$ cat config.mk
export PLATFORM = sky130hd
export DESIGN_NAME = uct_top
export DESIGN_NICKNAME = d
export VERILOG_FILES = /design/src/verilog/uct_pkg.sv /design/src/verilog/uct_rise_det.sv /design/src/verilog/uct_char_parity.sv /design/src/verilog/uct_top.sv
export SDC_FILE = /design/constraint.sdc
export NUM_CORES = 1
export LEC_CHECK = 0
export ABC_AREA = 1
export BUFFER_PORTS_ARGS = -buffer_cell sky130_fd_sc_hd__clkbuf_2
export CORE_MARGIN = 4
export CORE_UTILIZATION = 45
export CTS_CLUSTER_SIZE = 12
export DETAILED_ROUTE_END_ITERATION = 10
export PLACE_DENSITY = 0.68
export SYNTH_ARGS = -nofsm -noshare
export SYNTH_HDL_FRONTEND = slang
export SYNTH_SLANG_ARGS = --single-unit
$ cat constraint.sdc
create_clock -name clock -period 2 [get_ports clock]
set_input_delay 0.4 -clock clock [delete_from_list [all_inputs] [get_ports clock]]
set_output_delay 0.4 -clock clock [all_outputs]
set_load 0.05 [all_outputs]
$ cat src/verilog/uct_pkg.sv
// uct_pkg: constants, formats and state types of the character
// format control, transmitter and receiver block.
// assumes a single 50 MHz clock domain; the 16x bit clock is sampled.
package uct_pkg;

    // clock and bit timing
    localparam int unsigned CLOCK_HZ = 50000000;
    localparam int unsigned TICKS_PER_BIT = 16;
    localparam logic [3:0] PHASE_LAST = 4'hf;
    localparam logic [3:0] PHASE_MID = 4'h7;
    localparam logic [3:0] PHASE_RESET = 4'h0;
    // last data bit index is this base plus the two length bits
    localparam logic [2:0] DATA_LAST_BASE = 3'h4;

    // register byte offsets
    localparam logic [7:0] REG_STATUS = 8'h00;
    localparam logic [7:0] REG_IRQ_STATUS = 8'h04;
    localparam logic [7:0] REG_IRQ_MASK = 8'h08;
    localparam logic [7:0] REG_RX_DATA = 8'h0c;

    // interrupt event bits
    localparam int EV_TX_EMPTY = 0;
    localparam int EV_CHAR_SENT = 1;
    localparam int EV_RX_AVAIL = 2;
    localparam int EV_RX_ERROR = 3;
    localparam int EV_COUNT = 4;
    localparam logic [3:0] IRQ_MASK_RESET = 4'h0;
    localparam logic [3:0] IRQ_STATUS_RESET = 4'h0;
    localparam logic [7:0] DATA_RESET = 8'h00;

    typedef struct packed {
        logic parity_omit;
        logic stop_count_sel;
        logic char_len_hi;
        logic char_len_lo;
        logic parity_sense;
    } uct_fmt_type;

    localparam uct_fmt_type FMT_RESET = 5'h00;

    typedef struct packed {
        logic tx_holding_empty;
        logic tx_idle;
        logic end_of_char;
        logic rx_data_avail;
        logic parity_err_flag;
        logic framing_err_flag;
        logic rx_overrun_flag;
    } uct_status_type;

    typedef enum {TX_IDLE, TX_START, TX_DATA, TX_PARITY, TX_STOP}
        uct_tx_state_type;
    typedef enum {RX_IDLE, RX_START, RX_DATA, RX_PARITY, RX_STOP}
        uct_rx_state_type;

endpackage : uct_pkg

$ cat src/verilog/uct_rise_det.sv
// uct_rise_det: one-cycle pulse on a rising level of a sampled input.
// assumes the input is synchronous to clock.
`timescale 1ns/10ps
module uct_rise_det
    import uct_pkg::*;
(
    // clock and reset
    input wire logic clock,
    input wire logic rst_n,
    // level in, pulse out
    input wire logic level_in,
    output logic rise
);

    logic level_prev;

    always_ff @(posedge clock or negedge rst_n) begin
        if (!rst_n) begin
            level_prev <= 1'b0;
        end else begin
            level_prev <= level_in;
        end
    end

    assign rise = level_in & ~level_prev;

endmodule : uct_rise_det

$ cat src/verilog/uct_char_parity.sv
// uct_char_parity: parity bit for a 5 to 8 bit character.
// assumes unused high data bits may hold anything; they are masked.
`timescale 1ns/10ps
module uct_char_parity
    import uct_pkg::*;
(
    // character and format
    input wire logic [7:0] data,
    input wire logic [1:0] char_len,
    input wire logic parity_sense,
    // parity bit to send or expect
    output logic parity_bit
);

    logic [7:0] len_mask;

    assign len_mask = 8'hff >> (2'h3 - char_len);
    // even sense: bit makes ones even; odd sense: ones odd
    assign parity_bit = (^(data & len_mask)) ^ ~parity_sense;

endmodule : uct_char_parity

$ cat src/verilog/uct_top.sv
// uct_top: format control holding register, transmitter, receiver,
// status and interrupt registers on a plain register port.
// assumes all inputs synchronous to clock; 16x bit clock is a level.
//
// Design decisions made here: the address map and the strobed register port.
`timescale 1ns/10ps

// How it works
// - parity_omit high drops parity; stop bits follow last data bit
// - parity_omit high skips receive parity check, error flag low
// - stop_count_sel low sends one stop bit, high sends two
// - length bits 00,01,10,11 give 5,6,7,8 data bits, hi bit MSB
// - parity_sense low gives odd parity, high even, sent and checked
// - ext_reset sets line, idle, end flags high; clears rx flags
// - tx_holding_empty high when the transmitter takes the held char, unless a load comes in that cycle
// - data loads on rising data strobe; host holds data valid then
// - end_of_char rises after stop bits, falls at next start edge
// - serial output sends whole character, rests high when idle
// - short characters use low data bits, bit one first, high=mark
// - control strobe level loads format controls; may be tied high
module uct_top
    import uct_pkg::*;
(
    // clock and reset
    input wire logic clock,
    input wire logic rst_n,
    input wire logic ext_reset,
    // format controls
    input wire logic parity_omit,
    input wire logic stop_count_sel,
    input wire logic char_len_hi,
    input wire logic char_len_lo,
    input wire logic parity_sense,
    input wire logic control_strobe,
    // transmitter
    input wire logic tx_clock_16x,
    input wire logic [7:0] tx_parallel_data,
    input wire logic data_load_strobe,
    output logic tx_holding_empty,
    output logic tx_serial_line,
    output logic tx_idle,
    output logic end_of_char,
    // receiver
    input wire logic rx_serial_line,
    output logic rx_data_avail,
    output logic parity_err_flag,
    output logic framing_err_flag,
    output logic rx_overrun_flag,
    // register port
    input wire logic [7:0] reg_addr,
    input wire logic [31:0] reg_wdata,
    input wire logic reg_write,
    input wire logic reg_read,
    output logic [31:0] reg_rdata,
    output logic irq
);

    uct_fmt_type fmt_in;
    uct_fmt_type ctl;
    uct_fmt_type tx_fmt;
    uct_fmt_type rx_fmt;
    uct_tx_state_type tx_state;
    uct_tx_state_type next_tx_state;
    uct_rx_state_type rx_state;
    uct_rx_state_type next_rx_state;
    uct_status_type status;
    logic tick;
    logic ds_rise;
    logic [3:0] tx_phase;
    logic [2:0] tx_idx;
    logic [7:0] tx_shift;
    logic [7:0] hold_data;
    logic tx_par;
    logic hold_par;
    logic stop_second;
    logic tx_bit_end;
    logic tx_start;
    logic tx_done;
    logic [2:0] tx_last;
    logic next_line;
    logic [3:0] rx_phase;
    logic [2:0] rx_idx;
    logic [7:0] rx_shift;
    logic [7:0] rx_data;
    logic rx_par_bit;
    logic rx_par_expect;
    logic [2:0] rx_last;
    logic rx_bit_end;
    logic rx_done;
    logic rx_take;
    logic rx_perr;
    logic [3:0] irq_status;
    logic [3:0] irq_mask;
    logic [3:0] events;
    logic [3:0] pending_bits;
    logic pending;
    logic wr_irq_status;
    logic wr_irq_mask;
    logic [31:0] read_mux;

    uct_rise_det u_tick (
        .clock(clock),
        .rst_n(rst_n),
        .level_in(tx_clock_16x),
        .rise(tick)
    );

    uct_rise_det u_ds (
        .clock(clock),
        .rst_n(rst_n),
        .level_in(data_load_strobe),
        .rise(ds_rise)
    );

    // parity of the holding register, fixed when the character starts
    uct_char_parity u_tx_par (
        .data(hold_data),
        .char_len({ctl.char_len_hi, ctl.char_len_lo}),
        .parity_sense(ctl.parity_sense),
        .parity_bit(hold_par)
    );

    uct_char_parity u_rx_par (
        .data(rx_shift),
        .char_len({rx_fmt.char_len_hi, rx_fmt.char_len_lo}),
        .parity_sense(rx_fmt.parity_sense),
        .parity_bit(rx_par_expect)
    );

    // format control holding register
    assign fmt_in = '{parity_omit, stop_count_sel, char_len_hi,
                      char_len_lo, parity_sense};

    always_ff @(posedge clock or negedge rst_n) begin
        if (!rst_n) begin
            ctl <= FMT_RESET;
        end else if (control_strobe) begin
            ctl <= fmt_in;
        end
    end

    // transmitter decode
    assign tx_last = DATA_LAST_BASE
                     + {1'b0, tx_fmt.char_len_hi, tx_fmt.char_len_lo};
    assign tx_bit_end = tick && (tx_phase == PHASE_LAST);
    assign tx_start = tick && (tx_state == TX_IDLE) && !tx_holding_empty;
    assign tx_done = tx_bit_end && (tx_state == TX_STOP) && !stop_second;

    always_comb begin
        next_tx_state = tx_state;
        next_line = tx_serial_line;
        case (tx_state)
            TX_IDLE: begin
                next_line = 1'b1;
                if (tx_start) begin
                    next_tx_state = TX_START;
                    next_line = 1'b0;
                end
            end
            TX_START: begin
                if (tx_bit_end) begin
                    next_tx_state = TX_DATA;
                    next_line = tx_shift[0];
                end
            end
            TX_DATA: begin
                if (tx_bit_end && tx_idx != tx_last) begin
                    next_line = tx_shift[1];
                end else if (tx_bit_end && tx_fmt.parity_omit) begin
                    next_tx_state = TX_STOP;
                    next_line = 1'b1;
                end else if (tx_bit_end) begin
                    next_tx_state = TX_PARITY;
                    next_line = tx_par;
                end
            end
            TX_PARITY: begin
                if (tx_bit_end) begin
                    next_tx_state = TX_STOP;
                    next_line = 1'b1;
                end
            end
            TX_STOP: begin
                next_line = 1'b1;
                if (tx_done) begin
                    next_tx_state = TX_IDLE;
                end
            end
            default: begin
                next_tx_state = TX_IDLE;
                next_line = 1'b1;
            end
        endcase
    end

    always_ff @(posedge clock or negedge rst_n) begin
        if (!rst_n) begin
            tx_state <= TX_IDLE;
            tx_serial_line <= 1'b1;
        end else if (ext_reset) begin
            tx_state <= TX_IDLE;
            tx_serial_line <= 1'b1;
        end else begin
            tx_state <= next_tx_state;
            tx_serial_line <= next_line;
        end
    end

    // bit phase, data index, shifter and per-character format
    always_ff @(posedge clock or negedge rst_n) begin
        if (!rst_n) begin
            tx_phase <= PHASE_RESET;
            tx_idx <= 3'h0;
            tx_shift <= DATA_RESET;
            tx_fmt <= FMT_RESET;
            tx_par <= 1'b0;
            stop_second <= 1'b0;
        end else if (tx_start) begin
            tx_phase <= PHASE_RESET;
            tx_idx <= 3'h0;
            tx_shift <= hold_data;
            tx_fmt <= ctl;
            tx_par <= hold_par;
            stop_second <= ctl.stop_count_sel;
        end else if (tick && tx_state != TX_IDLE) begin
            tx_phase <= tx_phase + 4'h1;
            if (tx_bit_end && tx_state == TX_DATA) begin
                tx_shift <= {1'b0, tx_shift[7:1]};
                tx_idx <= tx_idx + 3'h1;
            end
            if (tx_bit_end && tx_state == TX_STOP) begin
                stop_second <= 1'b0;
            end
        end
    end

    // holding register; a new load wins over the transfer out
    always_ff @(posedge clock or negedge rst_n) begin
        if (!rst_n) begin
            hold_data <= DATA_RESET;
            tx_holding_empty <= 1'b1;
        end else if (ds_rise) begin
            hold_data <= tx_parallel_data;
            tx_holding_empty <= 1'b0;
        end else if (tx_start) begin
            tx_holding_empty <= 1'b1;
        end
    end

    always_ff @(posedge clock or negedge rst_n) begin
        if (!rst_n) begin
            tx_idle <= 1'b1;
            end_of_char <= 1'b1;
        end else if (ext_reset) begin
            tx_idle <= 1'b1;
            end_of_char <= 1'b1;
        end else if (tx_start) begin
            tx_idle <= 1'b0;
            end_of_char <= 1'b0;
        end else if (tx_done) begin
            tx_idle <= 1'b1;
            end_of_char <= 1'b1;
        end
    end

    // receiver, sampled on the same 16x ticks
    assign rx_last = DATA_LAST_BASE
                     + {1'b0, rx_fmt.char_len_hi, rx_fmt.char_len_lo};
    assign rx_bit_end = tick && (rx_phase == PHASE_LAST);
    assign rx_done = rx_bit_end && (rx_state == RX_STOP);
    assign rx_perr = !rx_fmt.parity_omit && (rx_par_bit != rx_par_expect);

    always_comb begin
        next_rx_state = rx_state;
        case (rx_state)
            RX_IDLE: begin
                if (tick && !rx_serial_line) begin
                    next_rx_state = RX_START;
                end
            end
            RX_START: begin
                if (tick && rx_phase == PHASE_MID) begin
                    next_rx_state = rx_serial_line ? RX_IDLE : RX_DATA;
                end
            end
            RX_DATA: begin
                if (rx_bit_end && rx_idx == rx_last) begin
                    next_rx_state = rx_fmt.parity_omit ? RX_STOP : RX_PARITY;
                end
            end
            RX_PARITY: begin
                if (rx_bit_end) begin
                    next_rx_state = RX_STOP;
                end
            end
            RX_STOP: begin
                if (rx_bit_end) begin
                    next_rx_state = RX_IDLE;
                end
            end
            default: begin
                next_rx_state = RX_IDLE;
            end
        endcase
    end

    always_ff @(posedge clock or negedge rst_n) begin
        if (!rst_n) begin
            rx_state <= RX_IDLE;
            rx_phase <= PHASE_RESET;
            rx_idx <= 3'h0;
            rx_shift <= DATA_RESET;
            rx_fmt <= FMT_RESET;
            rx_par_bit <= 1'b0;
        end else begin
            rx_state <= next_rx_state;
            if (rx_state == RX_IDLE) begin
                rx_phase <= PHASE_RESET;
                rx_idx <= 3'h0;
                rx_shift <= DATA_RESET;
                rx_fmt <= ctl;
            end else if (rx_state == RX_START && tick
                         && rx_phase == PHASE_MID) begin
                rx_phase <= PHASE_RESET;
            end else if (tick) begin
                rx_phase <= rx_phase + 4'h1;
            end
            if (rx_bit_end && rx_state == RX_DATA) begin
                rx_shift[rx_idx] <= rx_serial_line;
                rx_idx <= rx_idx + 3'h1;
            end
            if (rx_bit_end && rx_state == RX_PARITY) begin
                rx_par_bit <= rx_serial_line;
            end
        end
    end

    // receive flags; a new character wins over the read that takes one
    assign rx_take = reg_read && (reg_addr == REG_RX_DATA);

    always_ff @(posedge clock or negedge rst_n) begin
        if (!rst_n) begin
            rx_data <= DATA_RESET;
            rx_data_avail <= 1'b0;
            parity_err_flag <= 1'b0;
            framing_err_flag <= 1'b0;
            rx_overrun_flag <= 1'b0;
        end else if (ext_reset) begin
            rx_data_avail <= 1'b0;
            parity_err_flag <= 1'b0;
            framing_err_flag <= 1'b0;
            rx_overrun_flag <= 1'b0;
        end else if (rx_done) begin
            rx_data <= rx_shift;
            rx_data_avail <= 1'b1;
            parity_err_flag <= rx_perr;
            framing_err_flag <= !rx_serial_line;
            rx_overrun_flag <= rx_data_avail && !rx_take;
        end else if (rx_take) begin
            rx_data_avail <= 1'b0;
        end
    end

    // interrupt status, write one to clear, set wins
    assign events[EV_TX_EMPTY] = tx_start;
    assign events[EV_CHAR_SENT] = tx_done;
    assign events[EV_RX_AVAIL] = rx_done;
    assign events[EV_RX_ERROR] = rx_done && (rx_perr || !rx_serial_line);
    assign wr_irq_status = reg_write && (reg_addr == REG_IRQ_STATUS);
    assign wr_irq_mask = reg_write && (reg_addr == REG_IRQ_MASK);
    assign pending_bits = irq_status & irq_mask;
    assign pending = |pending_bits;

    always_ff @(posedge clock or negedge rst_n) begin
        if (!rst_n) begin
            irq_status <= IRQ_STATUS_RESET;
            irq_mask <= IRQ_MASK_RESET;
            irq <= 1'b0;
        end else begin
            irq_status <= (irq_status
                           & ~(wr_irq_status ? reg_wdata[3:0] : 4'h0))
                          | events;
            if (wr_irq_mask) begin
                irq_mask <= reg_wdata[3:0];
            end
            irq <= pending;
        end
    end

    // read data, one cycle after the read strobe
    assign status = '{tx_holding_empty, tx_idle, end_of_char, rx_data_avail,
                      parity_err_flag, framing_err_flag, rx_overrun_flag};
    assign read_mux = (reg_addr == REG_STATUS) ? {25'h0, status} :
                      (reg_addr == REG_IRQ_STATUS) ? {28'h0, irq_status} :
                      (reg_addr == REG_IRQ_MASK) ? {28'h0, irq_mask} :
                      (reg_addr == REG_RX_DATA) ? {24'h0, rx_data} :
                      32'h0;

    always_ff @(posedge clock or negedge rst_n) begin
        if (!rst_n) begin
            reg_rdata <= 32'h0;
        end else begin
            reg_rdata <= reg_read ? read_mux : 32'h0;
        end
    end

    // checks
    property p_parity_clamp;
        @(posedge clock) disable iff (!rst_n)
        $rose(parity_err_flag) |-> !rx_fmt.parity_omit;
    endproperty
    a_parity_clamp: assert property (p_parity_clamp)
        else $error("parity error raised with parity omitted");

    property p_parity_skip;
        @(posedge clock) disable iff (!rst_n)
        rx_done && rx_fmt.parity_omit && !ext_reset |=> !parity_err_flag;
    endproperty
    a_parity_skip: assert property (p_parity_skip)
        else $error("parity error flagged on a frame without parity");

    property p_omit_skip;
        @(posedge clock) disable iff (!rst_n)
        tx_state == TX_DATA && next_tx_state != TX_DATA && !ext_reset
        |-> (next_tx_state == TX_STOP) == tx_fmt.parity_omit;
    endproperty
    a_omit_skip: assert property (p_omit_skip)
        else $error("parity bit not omitted or not sent as selected");

    property p_ext_reset;
        @(posedge clock) disable iff (!rst_n)
        ext_reset |=> tx_serial_line && tx_idle && end_of_char
            && !rx_data_avail && !parity_err_flag && !framing_err_flag
            && !rx_overrun_flag;
    endproperty
    a_ext_reset: assert property (p_ext_reset)
        else $error("external reset left a flag wrong");

    property p_load;
        @(posedge clock) disable iff (!rst_n)
        ds_rise |=> !tx_holding_empty && hold_data == $past(tx_parallel_data);
    endproperty
    a_load: assert property (p_load)
        else $error("data strobe edge did not load holding register");

    property p_ctl_load;
        @(posedge clock) disable iff (!rst_n)
        control_strobe |=> ctl == $past(fmt_in);
    endproperty
    a_ctl_load: assert property (p_ctl_load)
        else $error("control strobe did not load format");

    property p_eoc_fall;
        @(posedge clock) disable iff (!rst_n)
        $fell(end_of_char) |-> $fell(tx_serial_line) && !tx_idle;
    endproperty
    a_eoc_fall: assert property (p_eoc_fall)
        else $error("end of character fell away from a start edge");

    property p_idle_mark;
        @(posedge clock) disable iff (!rst_n)
        tx_state == TX_IDLE || tx_state == TX_STOP |-> tx_serial_line;
    endproperty
    a_idle_mark: assert property (p_idle_mark)
        else $error("serial output low while idle or in stop bit");

    property p_bit_hold;
        @(posedge clock) disable iff (!rst_n)
        tx_state != TX_IDLE && !tx_bit_end && !ext_reset
        |=> $stable(tx_serial_line);
    endproperty
    a_bit_hold: assert property (p_bit_hold)
        else $error("serial output changed inside a bit time");

    property p_parity_bit;
        @(posedge clock) disable iff (!rst_n)
        tx_state == TX_PARITY |-> tx_serial_line == tx_par;
    endproperty
    a_parity_bit: assert property (p_parity_bit)
        else $error("parity bit on the line differs from computed");

    property p_irq;
        @(posedge clock) disable iff (!rst_n)
        ##1 irq == $past(pending);
    endproperty
    a_irq: assert property (p_irq)
        else $error("interrupt output does not follow masked status");

endmodule : uct_top

* Yosys cells after proc, flatten, opt, wreduce, memory -nomap -nowiden *
Cells that the tools add are included.

word-level totals
  flip-flop bits (word level) = 151
  logic and storage cells = 221
  bits in latches = 0
  output and inout port bits = 41
  memories = 0
  ROM bits = 0
  bits in writable memories = 0
  input port bits = 62

cells by class
  multiplexer cells = 66
  reductions and logical operators = 55
  bitwise operators = 15
  order comparisons = 2
  equal/unequal tests = 35
  divide/modulo/power cells = 0
  add/sub/neg operators = 8
  shift-type cells = 2
  multiply operators = 0

operators with widths
  cell                                                                 number
  32-bit two-way mux                                                   13
  32-bit case mux with 5 select lines                                  2
  32-bit by 2-bit == test with 1-bit output (second input constant)    5
  32-bit by 3-bit == test with 1-bit output (second input constant)    5
  32-bit logical NOT                                                   4
  8-bit two-way mux                                                    10
  32-bit by 1-bit == test with 1-bit output (second input constant)    2
  32-bit by 4-bit == test with 1-bit output (second input constant)    2
  32-bit nonzero test                                                  1
  1-bit logical AND                                                    25
  1-bit two-way mux                                                    25
  4-bit two-way mux                                                    6
  3-bit two-way mux                                                    6
  8-bit AND                                                            2
  8-bit by 4-bit == test with 1-bit output (second input constant)     2
  8-bit parity                                                         2
  8-bit by 2-bit right shift with 8-bit output (first input constant)  2
  3-bit != test (second input constant)                                5
  2-bit nonzero test                                                   6
  2-bit != test (second input constant)                                5
  3-bit nonzero test                                                   3
  4-bit by 1-bit adder with 4-bit output (second input constant)       2
  4-bit AND                                                            2
  8-bit bitwise mux                                                    1
  other kinds (29)                                                     45

* Logic depth before layout (Yosys ltp) *
  word-level depth = 10
  mapped depth = 12
  mapped depth without buffers = 12

* Modules after synthesis *
Synthesis repeated with hierarchy kept, for this count alone.

unflattened totals
  cells, all modules = 619
  area, all modules = 4922.2 um^2

by module, submodules not included
  module           area an instance (um^2)  cells each  sequential area each (um^2)  instances
  uct_top          4439.3                   519         2280.9                       1
  uct_char_parity  206.4                    47          0.0                          2
  uct_rise_det     35.0                     3           25.0                         2

* Worst setup path after synthesis *
OpenSTA, ideal clock, no wires.

  path kind = register to register
  start = register rx_phase[0]
  end = register rx_data[6]
  period minus slack after synthesis = 1.438 ns
  setup slack = 0.562 ns
  required time = 1.882 ns
  stages on the path, launching flop included = 10
  buffers on the path = 1
  setup time = 0.118 ns
  data arrival time = 1.320 ns
  cell sequence = dfrtp_1 ha_1 nand2_1 nor2_1 nand2_2 nor2_2 nand2_2 buf_6 nand2_1 o21ai_2

on the way
  longest elaborated chain between the ends = 4

ends and longest elaborated chain
  what                           RTL line        source
  start: declaration             uct_top.sv:81   logic [3:0] rx_phase;
  start signal: assignment       uct_top.sv:326  rx_phase <= rx_phase + 4'h1;
  4-bit == test                  uct_top.sv:269  assign rx_bit_end = tick && (rx_phase == PHASE_LAST);
  1-bit logical AND              uct_top.sv:269
  1-bit logical AND              uct_top.sv:270  assign rx_done = rx_bit_end && (rx_state == RX_STOP);
  2-bit AND reduction (no line)  n/a
  end signal: assignment         uct_top.sv:354  rx_data <= rx_shift;
  end: declaration               uct_top.sv:84   logic [7:0] rx_data;

No other way between the ends.
A chain may end at the register's enable or synchronous reset.

* Final worst setup path *
  start = register rx_phase[0]
  end = register rx_data[7]

Same word-level chain as after synthesis.

==> results.toml <==
[floorplanning]
fp.dieArea_um2 = 12500
dieWidth_um = 112
dieHeight_um = 112
placeableCoreArea_um2 = 10400
initial_cell_density_of_the_core = 0.466
site_rows = 37
io_pins = 103

[timing]
setup_slack_ns = 0.303
setup-tns-final_ns = 0
clock-skew-final_ns = 0.0148
fmaxAchievable_mhz = 589
final-max-slew-violation-count = 0
period_needed_ns = 1.70
finalSetupViolations = 0
unrepaired_setup_endpoints_after_global_routing = "false"
finalHoldViolations = 0
layout_worst_path_cycle_share = 0.848
fin_worst_hold_slack_ns = 0.167

[yosys]
synth.ff_latch_count = 93
syn_avg_cell_area_um2 = 8.20
sequential_share_of_the_synthesized_area = 0.480
synth_cell_types = 43
syn-cell-area_um2 = 4850
syn_inst_count = 592
yosys_warnings = 0

[grt]
groute.usage.overall = 0.167
global_route_wire_length_before_repair_um = 17600
maximum_number_of_pins_on_one_net_before_global_route_repair = 36
vias_in_the_first_global_route = 3912
overflow = 0
initial_antenna_violation_count = 0

[pwr]
power.static_leakage_uw = 0.00275
powerDensity_nw_per_um2 = 1010
ir_drop_worst_vdd_mv = 0.477

[cells_and_area]
drive_above_1_share = 0.178
final_core_util = 0.519
antenna_cells = 0
layout.nets = 714
layout-area-overhead-vs-synth_pct = 11.4

[routing]
ant_nets = 0
drc = 0
vias = 3905
routedWlPerCell_um = 12.7
firstDrtPassIters = 5
routed_wirelength_um = 10000
initialDrtViolationCount = 224
post_drt_via_cell_ratio = 4.95

[place]
placement.setup.worst_slack_ns = 0.306
place.gp.congestion = 0.801
post-dp-hpwl_um = 7590
port_buffers = 50

[clock_network]
tritoncts = "built"
clk_transition_reported_paths_ns = 0.09
clock_sinks = 93
max-clock-path-buffers = 2
cts_buffers = 9
cts_root_buffer = "sky130_fd_sc_hd__clkbuf_8"
worstSkewPairLatency_ns = 0.36
clock_tree.htree_level_count = 3

[critical_path]
cp_endpoint_kind = "flip-flop"
arrival_ns = 1.97
required_ns = 2.27
worstSetupPathType = "reg2reg"
worst-path-max-fanout = 18
critical_path.startpoint_type = "flip-flop"
rrSetupSlack_ns = 0.30

[hold_path]
hp-class = "in2reg"

[run_status]
outcome = "completed"

[job]
cap_viol_max_count = 0
## worst max-delay path, stage by stage, from the launching register on
cell and delay [ns]:
sky130_fd_sc_hd__dfrtp_1 0.40, sky130_fd_sc_hd__ha_1 0.18, sky130_fd_sc_hd__nand2_1 0.09, sky130_fd_sc_hd__nor2_1 0.13, sky130_fd_sc_hd__nand2_2 0.10, sky130_fd_sc_hd__nor2_2 0.17
sky130_fd_sc_hd__nand2_2 0.24, sky130_fd_sc_hd__inv_1 0.17, sky130_fd_sc_hd__nand2_1 0.06, sky130_fd_sc_hd__o21ai_0 0.07
## logic make-up after synthesis
family,after synthesis,share of synthesized area
buffers and inverters,104,0.109
AO/OA/AOI/OAI,110,0.132
adder cells (fa/ha/maj),4,0.0103
XOR/XNOR,13,0.0235
flip-flops,93,0.480
other,1,0.000773
AND/OR/NAND/NOR,267,0.245
## per-stage QoR
stage                     total power (uW)  area [um^2]  cells
after floorplan                       3720         4940    615
after CTS                             5510         5410    789
after detailed placement              4060         5170    772
after global placement                4000         5170    772
after global routing                  5840         5410    789
final                                 5470         5410    789
## cell usage in the layout (no fill, tap or decap), types with 2 or more instances in the layout
cell type / Yosys / final
sky130_fd_sc_hd__a21oi_1: 21 / 21
sky130_fd_sc_hd__nand3_2: 3 / 3
sky130_fd_sc_hd__nor2_4: 2 / 2
sky130_fd_sc_hd__nand2_4: 2 / 2
sky130_fd_sc_hd__xnor2_1: 6 / 6
sky130_fd_sc_hd__xor2_1: 7 / 7
sky130_fd_sc_hd__ha_1: 4 / 4
sky130_fd_sc_hd__a31oi_1: 7 / 7
sky130_fd_sc_hd__o22ai_1: 7 / 7
sky130_fd_sc_hd__nor2_1: 38 / 38
sky130_fd_sc_hd__nand2_2: 4 / 4
sky130_fd_sc_hd__o21a_1: 2 / 2
sky130_fd_sc_hd__clkbuf_8: 0 / 10
sky130_fd_sc_hd__o21ai_2: 10 / 10
sky130_fd_sc_hd__o21ai_1: 11 / 11
sky130_fd_sc_hd__buf_12: 0 / 2
sky130_fd_sc_hd__inv_2: 9 / 9
sky130_fd_sc_hd__a22o_1: 2 / 2
sky130_fd_sc_hd__nor3_1: 5 / 5
sky130_fd_sc_hd__clkbuf_2: 1 / 49
sky130_fd_sc_hd__inv_6: 0 / 3
sky130_fd_sc_hd__inv_1: 59 / 59
sky130_fd_sc_hd__dfstp_2: 3 / 3
sky130_fd_sc_hd__nand3_1: 32 / 32
sky130_fd_sc_hd__nand2_1: 165 / 165
sky130_fd_sc_hd__o21ai_0: 45 / 45
sky130_fd_sc_hd__conb_1: 1 / 24
sky130_fd_sc_hd__buf_4: 27 / 5
sky130_fd_sc_hd__nand3b_1: 2 / 2
sky130_fd_sc_hd__nor2_2: 4 / 4
sky130_fd_sc_hd__dfrtp_1: 90 / 90
sky130_fd_sc_hd__nand4_1: 5 / 5
sky130_fd_sc_hd__bufinv_16: 0 / 2
## timing repair
action                                 in CTS  in global routing
endpoints found under the hold margin      22                  0
hold buffers                                1                  0
gates resized for setup                     0                  0
buffers inserted                            0                  0
## metal layers
layer,track usage,wire length (um),vias up
met5,0,0,-
li1,-,-,1978
met4,0.0592,172,0
met3,0.0283,510,16
met1,0.222,4660,1812
met2,0.275,4660,99
## cells in the mapped netlist, drive strengths merged
library cell | count | area, um^2
inv | 69 | 262
xnor2 | 6 | 52.6
nand3b | 2 | 15.0
nand4 | 6 | 43.8
o21a | 2 | 15.0
conb | 1 | 3.75
clkbuf | 3 | 12.5
a21boi | 1 | 7.51
nand3 | 35 | 190
nor3 | 7 | 51.3
nand2 | 171 | 667
ha | 4 | 50.1
xor2 | 7 | 61.3
o21ai | 66 | 368
a22oi | 1 | 7.51
buf | 32 | 253
nor2 | 44 | 190
o32ai | 1 | 8.76
nor4 | 1 | 21.3
a311oi | 1 | 15.0
o31ai | 1 | 7.51
a31oi | 7 | 43.8
dfrtp | 90 | 2250
o22ai | 7 | 43.8
a22o | 2 | 17.5
or2 | 1 | 8.76
dfstp | 3 | 78.8
a21oi | 21 | 105
## report_power, final
group	leakage [uW]	internal, uW	switching, uW
logic	0.00142	521	1080
clock network	0.000118	750	680
registers	0.00121	2200	244
total	0.00275	3470	2000
## area by class of cell
cell class                      instances  area [um^2]
Fill cell                             984         5010
Sequential cell                        93         2330
Multi-Input combinational cell        418         2080
Timing Repair Buffer                   57          333
Inverter                               69          262
Tap cell                              136          170
Clock buffer                           10          138
Clock inverter                          6         91.3
## flip-flops by register name, summed over array words and instances (netlist names), 4 cells and up
signal and count:
ctl 5, hold_data 8, irq_mask 4, irq_status 4
reg_rdata 8, rx_data 8, rx_fmt 4, rx_phase 4
rx_shift 8, tx_phase 4, tx_shift 8
## final timing paths
kind | startpoint | endpoint | cells after the start
worst max-delay path | rx_phase[0]$_DFFE_PN0P_ | rx_data[7]$_DFFE_PN0P_ | 9
worst min-delay path | data_load_strobe | u_ds.level_prev$_DFF_PN0_ | 1
worst max register to register | rx_phase[0]$_DFFE_PN0P_ | rx_data[7]$_DFFE_PN0P_ | 9
worst min register to register | rx_data[5]$_DFFE_PN0P_ | rx_data[5]$_DFFE_PN0P_ | 2
max in group asynchronous | rst_n | tx_holding_empty$_DFFE_PN1P_ | 3
min in group asynchronous | rst_n | rx_data[1]$_DFFE_PN0P_ | 2
Note: power is estimated with default switching activity, not from simulation.
